File: src/core/ttm_regs.svh
/*
  register offsets, field positions, reset values and timing counts
  of the throttle timer and alert mask block.
  assumes inclusion by the block and the bench only.
*/
`ifndef TTM_REGS_SVH
`define TTM_REGS_SVH

// ==========================================================
// register indices (byte address is four times the index)
`define TTM_IDX_STATUS_TWO    10'h042
`define TTM_IDX_MASK_TWO      10'h075
`define TTM_IDX_CONFIG_THREE  10'h078
`define TTM_IDX_TIME_STATUS   10'h079
`define TTM_IDX_TIME_LIMIT    10'h07A
`define TTM_IDX_CONFIG_FOUR   10'h07D

// ==========================================================
// field positions
`define TTM_CFG3_ALERT_SEL    0
`define TTM_CFG3_THROTTLE_EN  1
`define TTM_CFG3_FULL_SPEED   2
`define TTM_MASK_DIODE_TWO    7
`define TTM_MASK_DIODE_ONE    6
`define TTM_MASK_FOURTH       5
`define TTM_MASK_FAN_THREE    4
`define TTM_MASK_FAN_TWO      3
`define TTM_MASK_FAN_ONE      2
`define TTM_MASK_OVERTEMP     1
`define TTM_MASK_TWELVE_VOLT  0

// ==========================================================
// reset values
`define TTM_RST_MASK_TWO      8'h00
`define TTM_RST_CONFIG_THREE  8'h00
`define TTM_RST_CONFIG_FOUR   8'h00
`define TTM_RST_TIME_LIMIT    8'h00

// ==========================================================
// timing: one timer step in microseconds, clock in MHz
`define TTM_STEP_US           22760
`define TTM_CLK_MHZ           40

`endif

File: src/core/ttm_pkg.sv
/*
  types of the throttle timer and alert mask block.
  assumes compilation ahead of the block; needs nothing from ttm_regs.svh.
*/
package ttm_pkg;

  // ========================================================
  // role of the shared multi-function pin
  typedef enum logic [1:0] {
    TTM_PIN_TACH,
    TTM_PIN_THROTTLE,
    TTM_PIN_ALERT,
    TTM_PIN_GPIO
  } ttm_pin_mode_t;

  // ========================================================
  // whole state of the block
  typedef struct packed {
    logic [7:0]  mask2;
    logic [7:0]  cfg3;
    logic [7:0]  cfg4;
    logic [7:0]  limit;
    logic [7:0]  ticks;
    logic        seen;
    logic [19:0] pre;
    logic [7:0]  stat;
    logic [1:0]  ded_sync;
    logic [1:0]  sh_sync;
    logic [3:0]  fan_full;
    logic [31:0] prdata;
  } ttm_state_t;

endpackage

File: src/core/ttm_top.sv
/*
  throttle input logic, second alert mask, alert pin routing,
  shared pin multiplexer, full speed override and the cumulative
  throttle timer, as an apb slave.
  assumes fault and stall conditions arrive as synchronous levels
  and fan drive logic outside honours the full speed request.
*/
// Operation
// mask bits seven, six gate diode faults
// mask bit five gates fourth source
// mask bits four to two gate fans
// mask bit one gates overtemperature
// mask bit zero gates twelve volt
// alert routing disabled after reset
// config three selects fan two alert
// config four selects shared pin role
// throttle enable activates throttle pins
// disabled throttle gives voltage input
// full speed while throttle held low
// override only for running fans
// timer accumulates across assertions
// timer saturates until read clears
// bit zero marks first assertion
// timer read returns and clears
// timer read clears fourth flag
// read during assertion restarts at one
// zero limit sets flag again
// mask never stops status bits
// timer over limit sets flag
// alert holds until status read, except overtemperature
// throttle pin active low, synchronised
`timescale 1ns/100ps
`include "ttm_regs.svh"

module ttm_top
  import ttm_pkg::*;
#(
  parameter int unsigned STEP_CYCLES = `TTM_STEP_US * `TTM_CLK_MHZ
) (
  // clock and reset
  input  wire logic        i_ref_clk,
  input  wire logic        i_rstn,
  // apb slave
  input  wire logic        i_psel,
  input  wire logic        i_penable,
  input  wire logic        i_pwrite,
  input  wire logic [11:0] i_paddr,
  input  wire logic [31:0] i_pwdata,
  output logic      [31:0] o_prdata,
  output logic             o_pready,
  output logic             o_pslverr,
  // monitored conditions
  input  wire logic        i_diode_two_fault,
  input  wire logic        i_diode_one_fault,
  input  wire logic        i_fourth_fan_stall,
  input  wire logic        i_third_fan_stall,
  input  wire logic        i_second_fan_stall,
  input  wire logic        i_first_fan_stall,
  input  wire logic        i_overtemp_flag,
  input  wire logic        i_twelve_volt_or_id_change,
  input  wire logic        i_general_io_six,
  // throttle pins, active low
  input  wire logic        i_throttle_pin_n,
  input  wire logic        i_shared_pin,
  // fans
  input  wire logic        i_second_fan_drive,
  input  wire logic [3:0]  i_fan_running,
  output logic      [3:0]  o_fan_full,
  // pins
  output logic             o_second_fan_pin,
  output logic             o_shared_pin_out,
  output logic             o_shared_pin_oe_n,
  output logic             o_volt_input_sel
);

  // ========================================================
  // parameter check: the prescaler is only twenty bits wide
  if (STEP_CYCLES < 1 || STEP_CYCLES > 1048576) begin : g_step_chk
    $error("STEP_CYCLES outside 1 to 2**20");
  end

  localparam logic [19:0] STEP_LAST = 20'(STEP_CYCLES - 1);

  localparam ttm_state_t RST_STATE = '{
    mask2:    `TTM_RST_MASK_TWO,
    cfg3:     `TTM_RST_CONFIG_THREE,
    cfg4:     `TTM_RST_CONFIG_FOUR,
    limit:    `TTM_RST_TIME_LIMIT,
    ticks:    8'h00,
    seen:     1'b0,
    pre:      20'h00000,
    stat:     8'h00,
    ded_sync: 2'h3,
    sh_sync:  2'h3,
    fan_full: 4'h0,
    prdata:   32'h00000000
  };

  ttm_state_t    st;
  ttm_state_t    nx;
  ttm_pin_mode_t mode;
  logic [9:0]    idx;
  logic          mapped;
  logic          setup;
  logic          wr;
  logic          rd;
  logic          rd_timer;
  logic          rd_stat;
  logic          thr;
  logic          alert;
  logic [7:0]    tval;
  logic [7:0]    next_tval;
  logic          exceed;
  logic [7:0]    cond;

  // ========================================================
  // apb decode; zero wait states, so pready is always high.
  // read data is snapshotted in the setup cycle, so a timer
  // step landing between setup and access is lost to the clear;
  // one step per read is cheaper than a second holding register
  assign idx    = i_paddr[11:2];
  assign setup  = i_psel && !i_penable;
  assign wr     = i_psel && i_penable && i_pwrite;
  assign rd     = i_psel && i_penable && !i_pwrite;
  always_comb begin
    case (idx)
      `TTM_IDX_STATUS_TWO,
      `TTM_IDX_MASK_TWO,
      `TTM_IDX_CONFIG_THREE,
      `TTM_IDX_TIME_STATUS,
      `TTM_IDX_TIME_LIMIT,
      `TTM_IDX_CONFIG_FOUR: mapped = (i_paddr[1:0] == 2'h0);
      default:              mapped = 1'b0;
    endcase
  end
  assign rd_timer  = rd && mapped && idx == `TTM_IDX_TIME_STATUS;
  assign rd_stat   = rd && mapped && idx == `TTM_IDX_STATUS_TWO;
  assign o_pready  = 1'b1;
  assign o_pslverr = i_psel && i_penable && !mapped;
  assign o_prdata  = st.prdata;

  // ========================================================
  // throttle detection on synchronised, active low pins
  assign mode = ttm_pin_mode_t'(st.cfg4[1:0]);
  assign thr  = st.cfg3[`TTM_CFG3_THROTTLE_EN] &&
                (!st.ded_sync[1] ||
                 (mode == TTM_PIN_THROTTLE && !st.sh_sync[1]));
  assign o_volt_input_sel = !st.cfg3[`TTM_CFG3_THROTTLE_EN];

  // ========================================================
  // reported timer value: one on first assertion, else steps
  assign tval = (st.ticks == 8'h00 && st.seen) ? 8'h01
                                               : st.ticks;

  // ========================================================
  // alert: any unmasked sticky status bit pulls it
  assign alert = |(st.stat & ~st.mask2);
  assign o_second_fan_pin =
    st.cfg3[`TTM_CFG3_ALERT_SEL] ? !alert
                                 : i_second_fan_drive;
  // open drain: only ever pulls low
  assign o_shared_pin_out  = 1'b0;
  assign o_shared_pin_oe_n = !(mode == TTM_PIN_ALERT && alert);
  assign o_fan_full        = st.fan_full;

  // ========================================================
  // next state
  always_comb begin
    nx = st;
    next_tval = 8'h00;
    // two flop synchronisers, first stage read only by second
    nx.ded_sync = {st.ded_sync[0], i_throttle_pin_n};
    nx.sh_sync  = {st.sh_sync[0], i_shared_pin};
    // register writes
    if (wr && mapped) begin
      case (idx)
        `TTM_IDX_MASK_TWO:     nx.mask2 = i_pwdata[7:0];
        `TTM_IDX_CONFIG_THREE: nx.cfg3  = i_pwdata[7:0];
        `TTM_IDX_TIME_LIMIT:   nx.limit = i_pwdata[7:0];
        `TTM_IDX_CONFIG_FOUR:  nx.cfg4  = i_pwdata[7:0];
        default:               nx.cfg4  = st.cfg4;
      endcase
    end
    // read data captured in the setup cycle
    if (setup) begin
      case (idx)
        `TTM_IDX_STATUS_TWO:   nx.prdata = {24'h0, st.stat};
        `TTM_IDX_MASK_TWO:     nx.prdata = {24'h0, st.mask2};
        `TTM_IDX_CONFIG_THREE: nx.prdata = {24'h0, st.cfg3};
        `TTM_IDX_TIME_STATUS:  nx.prdata = {24'h0, tval};
        `TTM_IDX_TIME_LIMIT:   nx.prdata = {24'h0, st.limit};
        `TTM_IDX_CONFIG_FOUR:  nx.prdata = {24'h0, st.cfg4};
        default:               nx.prdata = 32'h00000000;
      endcase
    end
    // cumulative timer: runs while asserted, holds otherwise
    if (thr) begin
      nx.seen = 1'b1;
      if (st.pre == STEP_LAST) begin
        nx.pre = 20'h00000;
        if (st.ticks != 8'hFF) begin
          nx.ticks = st.ticks + 8'h01;
        end
      end else begin
        nx.pre = st.pre + 20'h00001;
      end
    end
    // read clears; an ongoing assertion marks one again
    if (rd_timer) begin
      nx.ticks = 8'h00;
      nx.pre   = 20'h00000;
      nx.seen  = thr;
    end
    next_tval = (nx.ticks == 8'h00 && nx.seen) ? 8'h01 : nx.ticks;
    // compare on the new value so a read can clear the flag
    exceed = next_tval > st.limit;
    // fourth source follows the shared pin role
    case (mode)
      TTM_PIN_TACH: cond[5] = i_fourth_fan_stall || exceed;
      TTM_PIN_GPIO: cond[5] = i_general_io_six || exceed;
      default:      cond[5] = exceed;
    endcase
    cond[7] = i_diode_two_fault;
    cond[6] = i_diode_one_fault;
    cond[4] = i_third_fan_stall;
    cond[3] = i_second_fan_stall;
    cond[2] = i_first_fan_stall;
    cond[1] = i_overtemp_flag;
    cond[0] = i_twelve_volt_or_id_change;
    // sticky bits: set wins over the read clear; mask ignored
    nx.stat = cond | (st.stat & {8{!rd_stat}});
    nx.stat[5] = cond[5] ||
                 (st.stat[5] && !rd_stat && !rd_timer);
    // overtemperature follows its condition, never sticky
    nx.stat[1] = cond[1];
    // full speed only for fans already running
    nx.fan_full = (thr && st.cfg3[`TTM_CFG3_FULL_SPEED]) ?
                  i_fan_running : 4'h0;
  end

  // ========================================================
  // state register
  always_ff @(posedge i_ref_clk or negedge i_rstn) begin
    if (!i_rstn) begin
      st <= RST_STATE;
    end else begin
      st <= nx;
    end
  end
endmodule

File: config.mk
export PLATFORM = sky130hd
export DESIGN_NAME = ttm_top
export DESIGN_NICKNAME = d
export VERILOG_FILES = /design/src/core/ttm_pkg.sv /design/src/core/ttm_top.sv
export VERILOG_INCLUDE_DIRS = /design/src /design/src/core
export SDC_FILE = /design/constraint.sdc
export NUM_CORES = 1
export LEC_CHECK = 0
export BUFFER_PORTS_ARGS = -buffer_cell sky130_fd_sc_hd__buf_2
export CORE_MARGIN = 8
export CORE_UTILIZATION = 47
export DETAILED_ROUTE_END_ITERATION = 6
export PLACE_DENSITY = 0.74
export SETUP_SLACK_MARGIN = 0.4
export SYNTH_ARGS = -nofsm -noshare
export SYNTH_HDL_FRONTEND = slang
export SYNTH_SLANG_ARGS = --single-unit
File: constraint.sdc
create_clock -name i_ref_clk -period 3.82 [get_ports i_ref_clk]
set_input_delay 0.382 -clock i_ref_clk [delete_from_list [all_inputs] [get_ports i_ref_clk]]
set_output_delay 0.382 -clock i_ref_clk [all_outputs]
set_load 0.01 [all_outputs]
==> run_results.csv <==
group,metric,value,unit
critical_path,start_kind,"flip-flop",
logic_synthesis,synthCells,487,
critical_path,crit_start,"st[54]",
placed_design,portBuffers,56,
cts,clock-root-buffer,"clkbuf_8",
logic_synthesis,yosys_warnings,0,
logic_synthesis,netlist_area,4820,um2
logic_synthesis,ys_top_cells_by_area,"dfrtp_1, mux2_2, buf_4",
logic_synthesis,synth_top_area_share,42.1,%
finish,nNetsFinal,610,
floorplanning,rows,37,
finish,final_cells,672,
finish,multi_input_area,2360,um2
detailed_routing,ant_nets,0,
sta,drv_slew,0,
cts,cts_tree,"built",
logic_synthesis,synth-seq-area-share,44.3,%
power,power.density,320,nW/um2
finish,syn2layout_area_growth,9.95,%
detailed_routing,vias_per_cell,5.48,
finish,final_common_cell,"dfrtp_1",
sta,maxSlewHeadroom,30.2,%
critical_path,path_class,"flip-flop to flip-flop",
power,irDropWorstVdd,0.142,mV
logic_synthesis,ys.flop_type,"dfrtp_1",
sta,timing.final.crit_share,82.0,%
sta,max_freq,319,MHz
global_route,grt_antenna_before_repair,0,
logic_synthesis,yosysTopAreaCell,"dfrtp_1",
critical_path,cp-end-kind,"flip-flop",
worst_hold_path,min_from,"i_shared_pin",
cts,insertion_delay,0.36,ns
floorplanning,boundaryPins,107,
floorplanning,coreArea,10100,um2
cts,htreeDepth,3,
logic_synthesis,synth.distinct_cells,55,
critical_path,crit_family,"simple AND/OR/NAND/NOR gates",
floorplanning,die_w,117,um
floorplanning,start_util,47.5,%
cts,cts.sinks,85,
sta,hold_violations,0,
detailed_routing,drt-wirelength-per-cell,16.4,um
placed_design,dpl.cell_count,654,
global_route,overflow,0,
detailed_routing,wirelength,11000,um
finish,fin_util,52.2,%
logic_synthesis,async_reset_ff_share,100,%
global_route,grt_max_degree,86,
critical_path,critPathArrivalTime,3.41,ns
finish,mostFrequentLayoutCells,"dfrtp_1, buf_2, nand2_1",
cts,holdBufCountCts,0,
placed_design,gp_congestion,0.865,
cts,clock_tree.buffer_depth,2,
floorplanning,dieArea,13700,um2
finish,n_antenna_cell,0,
detailed_routing,dr.pass1.iters,4,
detailed_routing,vias,3680,
detailed_routing,drt-initial-drc-count,257,
global_route,grt_pass1_vias,3652,
cts,cts_buffers,9,
flow_run,drv_cap,0,
sta,report.final.setup_viol,0,
sta,hold_slack,0.121,ns
critical_path,path_cells,"nor4b_1, and4b_2, nand3_1, a2111oi_2, nor3_2, nor3_1, a31oi_1, ha_1, nor2b_1, o21a_1, o21ai_0, nand2b_1, a21oi_1, o21a_1, o21ai_0",
sta,fin_tns_setup,0,ns
floorplanning,fp.dieH,117,um
critical_path,cp_max_fo,6,
cts,path_clk_slew,0.08,ns
finish,drive_gt1_share,24.8,%
critical_path,cp_slowest_stage_delay,0.49,ns
critical_path,r2r-start,"st[54]",
global_route,grt_pass1_wl,17700,um
logic_synthesis,syn_area_per_cell,9.89,um2
global_route,track_usage,16.6,%
critical_path,required,4.10,ns
worst_hold_path,hold_path.class,"input pin to flip-flop",
finish,regArea,2130,um2
critical_path,slowest_stage,"a2111oi_2",
critical_path,path_buf_inv,0,
sta,skew,0.00697,ns
logic_synthesis,synth-seq-cells,85,
detailed_routing,drc,0,
placed_design,hpwl,8280,um
sta,period_minus_slack,3.13,ns
finish,nFillCells,933,
sta,rsz0062_at_grt,"false",
logic_synthesis,synth_edf_count,0,
sta,worst_pin_slew,1.05,ns
status,outcome,"completed",
power,p_leak,2.52,nW
-- metrics by stage --
stage	area [um2]	total power [mW]	worst slack [ns]
2_1_floorplan	4910	0.980	0.931
3_3_place_gp	5030	1.01	0.538
3_5_place_dp	5030	1.01	0.530
4_1_cts	5250	1.71	0.495
5_1_grt	5300	1.75	0.381
6_report	5300	1.70	0.687
-- kinds of logic (layout without fill, tap and decap cells) --
group / after synthesis / after routing / synth area share (%)
AOI/OAI and AO/OA: 92 / 92 / 11.5
xor gates and xnor gates: 9 / 9 / 1.64
adders and majority gates: 14 / 14 / 3.64
buffers and inverters: 76 / 101 / 9.15
DFF: 85 / 85 / 44.3
muxes: 55 / 55 / 12.3
other: 2 / 26 / 0.156
and+or+nand+nor: 154 / 154 / 17.3
-- state kept, by name, indices dropped and copies added (netlist names) --
register and flops:
mode 2, st 69, o_prdata 8, o_fan_full 4, nx 2
-- worst register-to-register path: cells and delay by family (launching register included) --
| kind | cells | cell delay, ns |
|---|---|---|
| compound gates | 7 | 1.14 |
| simple gates | 7 | 1.28 |
| flops | 1 | 0.45 |
| fa+ha+maj | 1 | 0.19 |
-- power breakdown --
group          switching (mW)  internal [mW]
logic                  0.0608         0.0269
registers             0.00161          0.904
clock network           0.315          0.389
-- layout make-up --
| type | count | share of cell area [%] |
|---|---|---|
| clock buffers | 13 | 2.81 |
| clock inverters | 3 | 1.30 |
| inverters | 24 | 1.70 |
| multi-input cells | 350 | 44.6 |
| flip-flops and latches | 85 | 40.3 |
| well taps | 136 | 3.21 |
| repair buffers | 61 | 6.12 |
-- path summary, 6_finish.rpt --
kind | endpoint | slack [ns] | depth (start not counted)
setup / recovery | st[45] | 0.69 | 15
hold / removal | nx[37] | 0.12 | 1
setup reg to reg | st[45] | 0.69 | 15
hold reg to reg | st[39] | 0.36 | 0
max in group asynchronous | st[57] | 2.95 | 1
min in group asynchronous | o_prdata[6] | 0.20 | 1
-- cell usage after synthesis (all sizes together), types with 2 or more instances --
cell type	instances
and2	3
o22ai	10
o31ai	3
mux2i	20
nand4	8
a21oi	22
nand2b	6
inv	24
and4	5
buf	45
xnor2	4
xor2	5
a31oi	3
nor4	5
nor4b	3
nor2	36
o21ai	32
mux2	35
conb	2
nand3	18
and3	13
nand2	38
o21a	3
dfrtp	81
nor3	9
nor2b	5
clkbuf	7
dfstp	4
ha	14
a21o	10
-- layer usage --
| metal | track usage (%) | up-vias | share of wire, % |
|---|---|---|---|
| met1 | 22.4 | 1818 | 45 |
| met2 | 25.6 | 107 | 46 |
| li1 | - | 1742 | - |
| met4 | 5.63 | 0 | 1.7 |
| met3 | 3.80 | 13 | 6.5 |
| met5 | 0 | - | 0 |
-- repair_timing --
action,CTS,global route
setup endpoints to repair,0,1
gates resized for setup,0,8
endpoints found under the hold margin,0,0
setup buffers,0,2
No activity file was read; power rests on OpenSTA's default activity.
